===== src/psm_pkg.sv =====
package psm_pkg;

	// register indices; byte address is four times the index
	localparam logic [7:0] CTRL_IDX = 8'h87;
	localparam logic [7:0] STAT_IDX = 8'h88;
	localparam int ADDR_W = 12;

	// power control register field positions
	localparam int IDLE_ARM_POS = 0;
	localparam int HALT_ARM_POS = 1;
	localparam int GF0_POS = 2;
	localparam int GF1_POS = 3;
	localparam int SLEEP_GO_POS = 5;
	localparam int HALT_GO_POS = 6;
	localparam int SMOD_POS = 7;

	// status register field positions
	localparam int ST_IDLE_POS = 0;
	localparam int ST_HALT_POS = 1;
	localparam int ST_IARM_POS = 2;
	localparam int ST_HARM_POS = 3;
	localparam int ST_PEN_POS = 4;

	// reset values
	localparam logic [7:0] CTRL_RST = 8'h00;
	localparam logic [31:0] RDATA_RST = 32'h00000000;

	typedef enum logic [1:0] {
		PSM_ACTIVE,
		PSM_IDLE,
		PSM_HALT
	} psm_mode_t;

endpackage


===== src/psm_power_ctrl.sv =====
// Function
// - core and watchdog clocks stop during idle
// - modes enter only with enable pin low
// - arm and start together never enter idle
// - idle arm/start self clear, read zero
// - idle start write is last core instruction
// - enabled interrupt ends idle
// - hardware reset ends idle
// - power-down stops oscillator, keeps state
// - power-down holds port and alternate outputs
// - clock output stops low in power-down
// - strobes held low in power-down
// - arm and start together never power down
// - power-down arm/start self clear, read zero
// - power-down start write is last instruction
// - only hardware reset leaves power-down
// - leaving reset restarts the oscillator
// - idle gates only core and watchdog clocks
// - both requested at once: power-down wins
// - strobes held high in idle
//
// Implementation choices: the APB register port and the address map.
module psm_power_ctrl #(
	parameter int ALT_W = 8
) (
	// clock and reset
	input wire logic clock,
	input wire logic rst_b,
	// apb slave
	input wire logic psel,
	input wire logic penable,
	input wire logic pwrite,
	input wire logic [psm_pkg::ADDR_W-1:0] paddr,
	input wire logic [31:0] pwdata,
	output logic [31:0] prdata,
	output logic pready,
	output logic pslverr,
	// core side
	input wire logic power_save_enable_pin_n,
	input wire logic instr_retire,
	input wire logic irq_pending,
	input wire logic core_ale,
	input wire logic core_program_store_strobe,
	input wire logic clock_output_enable,
	input wire logic clock_output_src,
	input wire logic [ALT_W-1:0] alt_out_in,
	// clock gating
	output logic osc_en,
	output logic cpu_clk_en,
	output logic periph_clk_en,
	output logic wdt_clk_en,
	// pins and status
	output logic ale,
	output logic program_store_strobe,
	output logic clock_output_pin,
	output logic [ALT_W-1:0] alt_out,
	output logic baud_double,
	output logic in_idle,
	output logic in_power_down
);

	typedef struct packed {
		psm_pkg::psm_mode_t mode;
		logic idle_arm;
		logic halt_arm;
		logic gf0;
		logic gf1;
		logic smod;
		logic [31:0] rdata;
		logic ready;
		logic slverr;
		logic osc;
		logic cpu_en;
		logic per_en;
		logic wdt_en;
		logic ale;
		logic pss;
		logic ckout;
		logic [ALT_W-1:0] alt;
		logic idle;
		logic halt;
	} psm_state_t;

	psm_state_t state_reg;
	psm_state_t state_next;

	function automatic logic idx_hit(
		input logic [psm_pkg::ADDR_W-1:0] addr,
		input logic [7:0] idx
	);
		logic [psm_pkg::ADDR_W-1:0] byte_addr;
		byte_addr = {{(psm_pkg::ADDR_W-10){1'b0}}, idx, 2'b00};
		return addr == byte_addr;
	endfunction

	logic access;
	logic wait_cycle;
	logic wr;
	logic hit_ctrl;
	logic hit_stat;
	logic save_ok;
	logic w_iarm;
	logic w_igo;
	logic w_harm;
	logic w_hgo;
	logic go_idle;
	logic go_halt;
	logic [7:0] ctrl_rd;
	logic [7:0] stat_rd;

	always_comb begin
		wait_cycle = psel & penable & ~state_reg.ready;
		access = psel & penable & state_reg.ready;
		wr = access & pwrite;
		hit_ctrl = idx_hit(paddr, psm_pkg::CTRL_IDX);
		hit_stat = idx_hit(paddr, psm_pkg::STAT_IDX);
		// the pin gates only the start write; an arm is still recorded
		save_ok = ~power_save_enable_pin_n;
		w_iarm = pwdata[psm_pkg::IDLE_ARM_POS];
		w_igo = pwdata[psm_pkg::SLEEP_GO_POS];
		w_harm = pwdata[psm_pkg::HALT_ARM_POS];
		w_hgo = pwdata[psm_pkg::HALT_GO_POS];
		// a start write only counts when the arm was set by the
		// previous instruction and this write leaves the arm clear
		go_idle = wr & hit_ctrl & save_ok & state_reg.idle_arm &
			w_igo & ~w_iarm;
		go_halt = wr & hit_ctrl & save_ok & state_reg.halt_arm &
			w_hgo & ~w_harm;
		// arm and start bits always read zero in the control byte
		ctrl_rd = 8'h00;
		ctrl_rd[psm_pkg::SMOD_POS] = state_reg.smod;
		ctrl_rd[psm_pkg::GF1_POS] = state_reg.gf1;
		ctrl_rd[psm_pkg::GF0_POS] = state_reg.gf0;
		// the status byte shows the mode and any pending arm
		stat_rd = 8'h00;
		stat_rd[psm_pkg::ST_IDLE_POS] = state_reg.idle;
		stat_rd[psm_pkg::ST_HALT_POS] = state_reg.halt;
		stat_rd[psm_pkg::ST_IARM_POS] = state_reg.idle_arm;
		stat_rd[psm_pkg::ST_HARM_POS] = state_reg.halt_arm;
		stat_rd[psm_pkg::ST_PEN_POS] = save_ok;
	end

	always_comb begin
		state_next = state_reg;

		// apb: one wait state, answer registered, so no path runs
		// combinationally from the bus inputs to prdata
		state_next.ready = wait_cycle;
		state_next.slverr = 1'b0;
		if (wait_cycle) begin
			// unmapped offsets answer with an error and read zero
			state_next.slverr = ~(hit_ctrl | hit_stat);
			state_next.rdata = psm_pkg::RDATA_RST;
			if (~pwrite & hit_ctrl) begin
				state_next.rdata = {24'h000000, ctrl_rd};
			end
			if (~pwrite & hit_stat) begin
				state_next.rdata = {24'h000000, stat_rd};
			end
		end

		// an arm survives only until the next instruction retires
		if (instr_retire | wr) begin
			state_next.idle_arm = 1'b0;
			state_next.halt_arm = 1'b0;
		end

		// flag and baud bits are plain storage, written in any mode
		if (wr & hit_ctrl) begin
			state_next.smod = pwdata[psm_pkg::SMOD_POS];
			state_next.gf1 = pwdata[psm_pkg::GF1_POS];
			state_next.gf0 = pwdata[psm_pkg::GF0_POS];
			// a write that sets arm and start together arms nothing
			state_next.idle_arm = w_iarm & ~w_igo;
			state_next.halt_arm = w_harm & ~w_hgo;
		end

		case (state_reg.mode)
			psm_pkg::PSM_ACTIVE: begin
				if (go_halt) begin
					state_next.mode = psm_pkg::PSM_HALT;
				end else if (go_idle) begin
					state_next.mode = psm_pkg::PSM_IDLE;
				end
			end
			psm_pkg::PSM_IDLE: begin
				// core resumes after the start write on return
				if (irq_pending) begin
					state_next.mode = psm_pkg::PSM_ACTIVE;
				end
			end
			psm_pkg::PSM_HALT: begin
				// no interrupt can wake: the oscillator is stopped
				state_next.mode = psm_pkg::PSM_HALT;
			end
			default: begin
				state_next.mode = psm_pkg::PSM_ACTIVE;
			end
		endcase
		if (state_next.mode != psm_pkg::PSM_ACTIVE) begin
			state_next.idle_arm = 1'b0;
			state_next.halt_arm = 1'b0;
		end

		// status flags are registered so the mode outputs carry no
		// decode logic after the flops
		state_next.idle = state_next.mode == psm_pkg::PSM_IDLE;
		state_next.halt = state_next.mode == psm_pkg::PSM_HALT;

		// gating follows the next mode so the start write is the
		// final instruction the core completes
		case (state_next.mode)
			psm_pkg::PSM_ACTIVE: begin
				state_next.osc = 1'b1;
				state_next.cpu_en = 1'b1;
				state_next.per_en = 1'b1;
				state_next.wdt_en = 1'b1;
				state_next.ale = core_ale;
				state_next.pss = core_program_store_strobe;
				state_next.ckout = clock_output_enable & clock_output_src;
				state_next.alt = alt_out_in;
			end
			psm_pkg::PSM_IDLE: begin
				state_next.osc = 1'b1;
				state_next.cpu_en = 1'b0;
				state_next.per_en = 1'b1;
				state_next.wdt_en = 1'b0;
				state_next.ale = 1'b1;
				state_next.pss = 1'b1;
				// alternate functions keep running in idle
				state_next.ckout = clock_output_enable & clock_output_src;
				state_next.alt = alt_out_in;
			end
			psm_pkg::PSM_HALT: begin
				state_next.osc = 1'b0;
				state_next.cpu_en = 1'b0;
				state_next.per_en = 1'b0;
				state_next.wdt_en = 1'b0;
				state_next.ale = 1'b0;
				state_next.pss = 1'b0;
				state_next.ckout = 1'b0;
				// hold the value from the entering instruction
				state_next.alt = state_reg.alt;
			end
			default: begin
				state_next.osc = 1'b1;
				state_next.cpu_en = 1'b1;
				state_next.per_en = 1'b1;
				state_next.wdt_en = 1'b1;
				state_next.ale = core_ale;
				state_next.pss = core_program_store_strobe;
				state_next.ckout = 1'b0;
				state_next.alt = alt_out_in;
			end
		endcase
	end

	always_ff @(posedge clock) begin
		if (!rst_b) begin
			// reset ends either mode and restarts the oscillator;
			// exit timing is left to whoever holds the reset
			state_reg.mode <= psm_pkg::PSM_ACTIVE;
			state_reg.idle <= 1'b0;
			state_reg.halt <= 1'b0;
			// control bits go back to their reset value
			state_reg.idle_arm <= psm_pkg::CTRL_RST[psm_pkg::IDLE_ARM_POS];
			state_reg.halt_arm <= psm_pkg::CTRL_RST[psm_pkg::HALT_ARM_POS];
			state_reg.gf0 <= psm_pkg::CTRL_RST[psm_pkg::GF0_POS];
			state_reg.gf1 <= psm_pkg::CTRL_RST[psm_pkg::GF1_POS];
			state_reg.smod <= psm_pkg::CTRL_RST[psm_pkg::SMOD_POS];
			state_reg.rdata <= psm_pkg::RDATA_RST;
			state_reg.ready <= 1'b0;
			state_reg.slverr <= 1'b0;
			state_reg.osc <= 1'b1;
			state_reg.cpu_en <= 1'b1;
			state_reg.per_en <= 1'b1;
			state_reg.wdt_en <= 1'b1;
			state_reg.ale <= 1'b0;
			state_reg.pss <= 1'b0;
			state_reg.ckout <= 1'b0;
			state_reg.alt <= '0;
		end else begin
			state_reg <= state_next;
		end
	end

	// every output is a register bit with no logic after it
	assign prdata = state_reg.rdata;
	assign pready = state_reg.ready;
	assign pslverr = state_reg.slverr;
	assign osc_en = state_reg.osc;
	assign cpu_clk_en = state_reg.cpu_en;
	assign periph_clk_en = state_reg.per_en;
	assign wdt_clk_en = state_reg.wdt_en;
	assign ale = state_reg.ale;
	assign program_store_strobe = state_reg.pss;
	assign clock_output_pin = state_reg.ckout;
	assign alt_out = state_reg.alt;
	assign baud_double = state_reg.smod;
	assign in_idle = state_reg.idle;
	assign in_power_down = state_reg.halt;

endmodule


===== config.mk =====
export PLATFORM = sky130hd
export DESIGN_NAME = psm_power_ctrl
export DESIGN_NICKNAME = d
export VERILOG_FILES = /design/src/psm_pkg.sv /design/src/psm_power_ctrl.sv
export SDC_FILE = /design/constraint.sdc
export NUM_CORES = 1
export LEC_CHECK = 0
export BUFFER_PORTS_ARGS = -buffer_cell sky130_fd_sc_hd__buf_4
export CAP_MARGIN = 15
export CELL_PAD_IN_SITES_DETAIL_PLACEMENT = 1
export CELL_PAD_IN_SITES_GLOBAL_PLACEMENT = 1
export CORE_UTILIZATION = 29
export CTS_CLUSTER_DIAMETER = 80
export DETAILED_ROUTE_END_ITERATION = 8
export HOLD_SLACK_MARGIN = 0.08
export PLACE_DENSITY = 0.89
export SLEW_MARGIN = 20
export SYNTH_ARGS = -nofsm -noshare
export SYNTH_HDL_FRONTEND = slang
export SYNTH_SLANG_ARGS = --single-unit

===== constraint.sdc =====
create_clock -name clock -period 4.5 [get_ports clock]
set_input_delay 0.675 -clock clock [delete_from_list [all_inputs] [get_ports clock]]
set_output_delay 0.675 -clock clock [all_outputs]
set_load 0.01 [all_outputs]

==> flow_metrics.env <==
export IMPL_finalHoldViolCount=0
export IMPL_synthCells=164
export IMPL_arrival_ps=3260
export IMPL_end_kind="flop"
export IMPL_ctsHtreeMaxLevel=2
export IMPL_finalMaxSlewViolations=0
export IMPL_critPathLaunchType="input port"
export IMPL_cts_tree="yes"
export IMPL_drt_total_wl_mm=3.548
export IMPL_cts_repair_resized=0
export IMPL_start_util=0.3025
export IMPL_synth_area_per_cell_um2=9.422
export IMPL_finalSetupTns_ps=0
export IMPL_crit_path_max_fanout=8
export IMPL_finalSetupViolCount=0
export IMPL_design_area_mm2=0.001996
export IMPL_p_leak_uw=0.0009272
export IMPL_setup_ws_ps=1455
export IMPL_vias=1235
export IMPL_routedLengthMet1_mm=1.455
export IMPL_clock_sink_count=30
export IMPL_grt_use_total=0.1328
export IMPL_first_global_vias=1166
export IMPL_synthTopCellsByArea="dfxtp_1 39%, buf_4 20%, a22o_1 4.5%"
export IMPL_path_class="in -> reg"
export IMPL_dp_hpwl_mm=2.781
export IMPL_netSwitchingFraction=0.2170
export IMPL_grt_max_degree=22
export IMPL_cts_max_path_buffers=2
export IMPL_power_switching_uw=131.7
export IMPL_yosysTopAreaCellShare=0.3887
export IMPL_cts_setup_buffers=0
export IMPL_synth_most_common_cell="buf_4"
export IMPL_netlist_area_mm2=0.001545
export IMPL_synthMuxAreaShare=0.01943
export IMPL_synthAdderAreaFrac=0.04049
export IMPL_drt_iter0_markers=38
export IMPL_place_area_mm2=0.001884
export IMPL_die_area_mm2=0.005624
export IMPL_synth_largest_area_cell="dfxtp_1"
export IMPL_clk_latency_ps=280
export IMPL_layout_nets=284
export IMPL_synth_cell_types=34
export IMPL_io_pins=116
export IMPL_synth_edf_count=0
export IMPL_synth_seq_area_share=0.3887
export IMPL_timing_max_slew_rel_slack=0.5929
export IMPL_clkPwrFrac=0.430
export IMPL_dr_max_layer_used="met4"
export IMPL_yosys_area_share_simple=0.1960
export IMPL_place_gp_congestion=0.7331
export IMPL_preCtsSetupSlack_ps=745.0
export IMPL_yosys_register_bits=30
export IMPL_hp_class="reg -> reg"
export IMPL_tightest_slew_ps=605.6
export IMPL_largest_reg_flops=8
export IMPL_synthFlopType="dfxtp_1"
export IMPL_synth_compound_area_frac=0.1296
export IMPL_rsz0062_at_grt="false"
export IMPL_yosys_warnings=0
export IMPL_root_buffer="clkbuf_8"
export IMPL_dr_wl_met2_mm=1.850
export IMPL_power_per_cell_area_mw_per_mm2=304.1
export IMPL_synth_xor_area_frac=0
export IMPL_combPwrFrac=0.115
export IMPL_die_w_um=75.00
export IMPL_ir_worst_vdd_mv=0.1123
export IMPL_antenna_diode_count=0
export IMPL_synthTopCellsByCount="42 x buf_4, 30 x dfxtp_1, 10 x nor2_1, 9 x nand2_1, 8 x a22o_1"
export IMPL_area_growth_pct=29.15
export IMPL_port_buffers=64
export IMPL_drtAntennaViolNets=0
export IMPL_route_detailed_wl_per_inst_um=12.41
export IMPL_grt_first_pass_wirelength_mm=5.457
export IMPL_num_rows=26
export IMPL_dp_cells=278
export IMPL_wl_met3_um=202
export IMPL_grt_remaining_overflow=0
export IMPL_clkTransAtPathRegs_ps=60
export IMPL_antenna_found_initial=0
export IMPL_internal_power_uw=475.2
export IMPL_drive_gt1_frac=0.3611
export IMPL_instances_no_fill=286
export IMPL_status="finished clean"
export IMPL_synth_top_family_by_area="buffers and inverters"
export IMPL_ctsHoldBuffers=0
export IMPL_fmax_ghz=0.3284
export IMPL_post_route_util=0.3907
export IMPL_viasPerCell=4.318
export IMPL_cap_violations=0
export IMPL_die_y_um=75.00
export IMPL_period_share=0.6766
export IMPL_cp_required_ps=4720
export IMPL_finClkSkew_ps=6.853
export IMPL_remaining_drc_errors=0
export IMPL_p_seq_frac=0.455
export IMPL_synthArstFlopShare=0
export IMPL_cts_made_buffers=5
export IMPL_core_mm2=0.005107
export IMPL_period_minus_slack_ps=3045
export IMPL_dr_pass1_iters=4
-- logic make-up (layout without fill, tap and decap cells) --
family          Yosys count  in the layout
buf+inv                  50             77
simple gates             49             49
flops                    30             30
compound gates           26             26
fa+ha+maj                 5              5
mux                       3              3
other cells               1             26
-- worst max-delay path, stage by stage --
cell     delay [ps]
buf_4           110
or4b_4          570
nor4_4          290
buf_4           210
a31oi_1         150
nor2_1          210
ha_1            270
nor3_1           90
nor3b_2         480
a22o_1          210
-- area by class of cell --
cell class / count / area (um^2)
Inverter: 4 / 15.01
Multi-Input combinational cell: 109 / 698.2
Fill cell: 629 / 3112
Clock inverter: 1 / 30.03
Timing Repair Buffer: 65 / 488.0
Tap cell: 70 / 87.58
Clock buffer: 7 / 76.32
Sequential cell: 30 / 600.6
-- metal layers --
| metal | up-vias | GRT usage |
|---|---|---|
| met5 | - | 0 |
| met4 | 0 | 0.07757 |
| met3 | 4 | 0.03347 |
| met2 | 55 | 0.2302 |
| met1 | 579 | 0.1471 |
| li1 | 597 | - |
-- worst paths after layout --
| path | from | endpoint | slack [ps] | depth (start not counted) |
|---|---|---|---|---|
| max | paddr[8] | alt_out[5] | 1460 | 10 |
| min | prdata[1] | prdata[1] | 470 | 2 |
| max reg2reg | pready | alt_out[5] | 2050 | 9 |
| min reg2reg | prdata[1] | prdata[1] | 470 | 2 |
-- cell usage in the layout, fill, tap and decap left out, types with 4 or more instances in the layout --
| cell | synthesis | routed |
|---|---|---|
| inv_1 | 4 | 4 |
| buf_4 | 42 | 65 |
| nand2_1 | 9 | 9 |
| a22o_1 | 8 | 8 |
| a21boi_0 | 6 | 6 |
| o21ai_0 | 4 | 4 |
| nor2_1 | 10 | 10 |
| dfxtp_1 | 30 | 30 |
| nand3_1 | 4 | 4 |
| conb_1 | 1 | 26 |
| nor2b_1 | 5 | 5 |
| clkbuf_8 | 0 | 5 |
| ha_1 | 5 | 5 |
-- power groups by stage --
stage          combinational (uW)  clock (uW)  sequential (uW)
2_1_floorplan                51.4           0              282
3_3_place_gp                 68.6           0              282
3_5_place_dp                 70.0           0              282
4_1_cts                      70.3         269              276
5_1_grt                      77.4         281              277
6_report                     70.1         261              276
-- per-stage QoR --
stage / total power (uW) / hold WS, ps
detailed placement: 351.9 / 459.8
CTS: 614.9 / 469.0
global route: 635.2 / 503.1
finish: 606.8 / 465.9
floorplan: 333.4 / 436.0
global placement: 350.2 / 450.2
(Power assumes the default switching activity.)
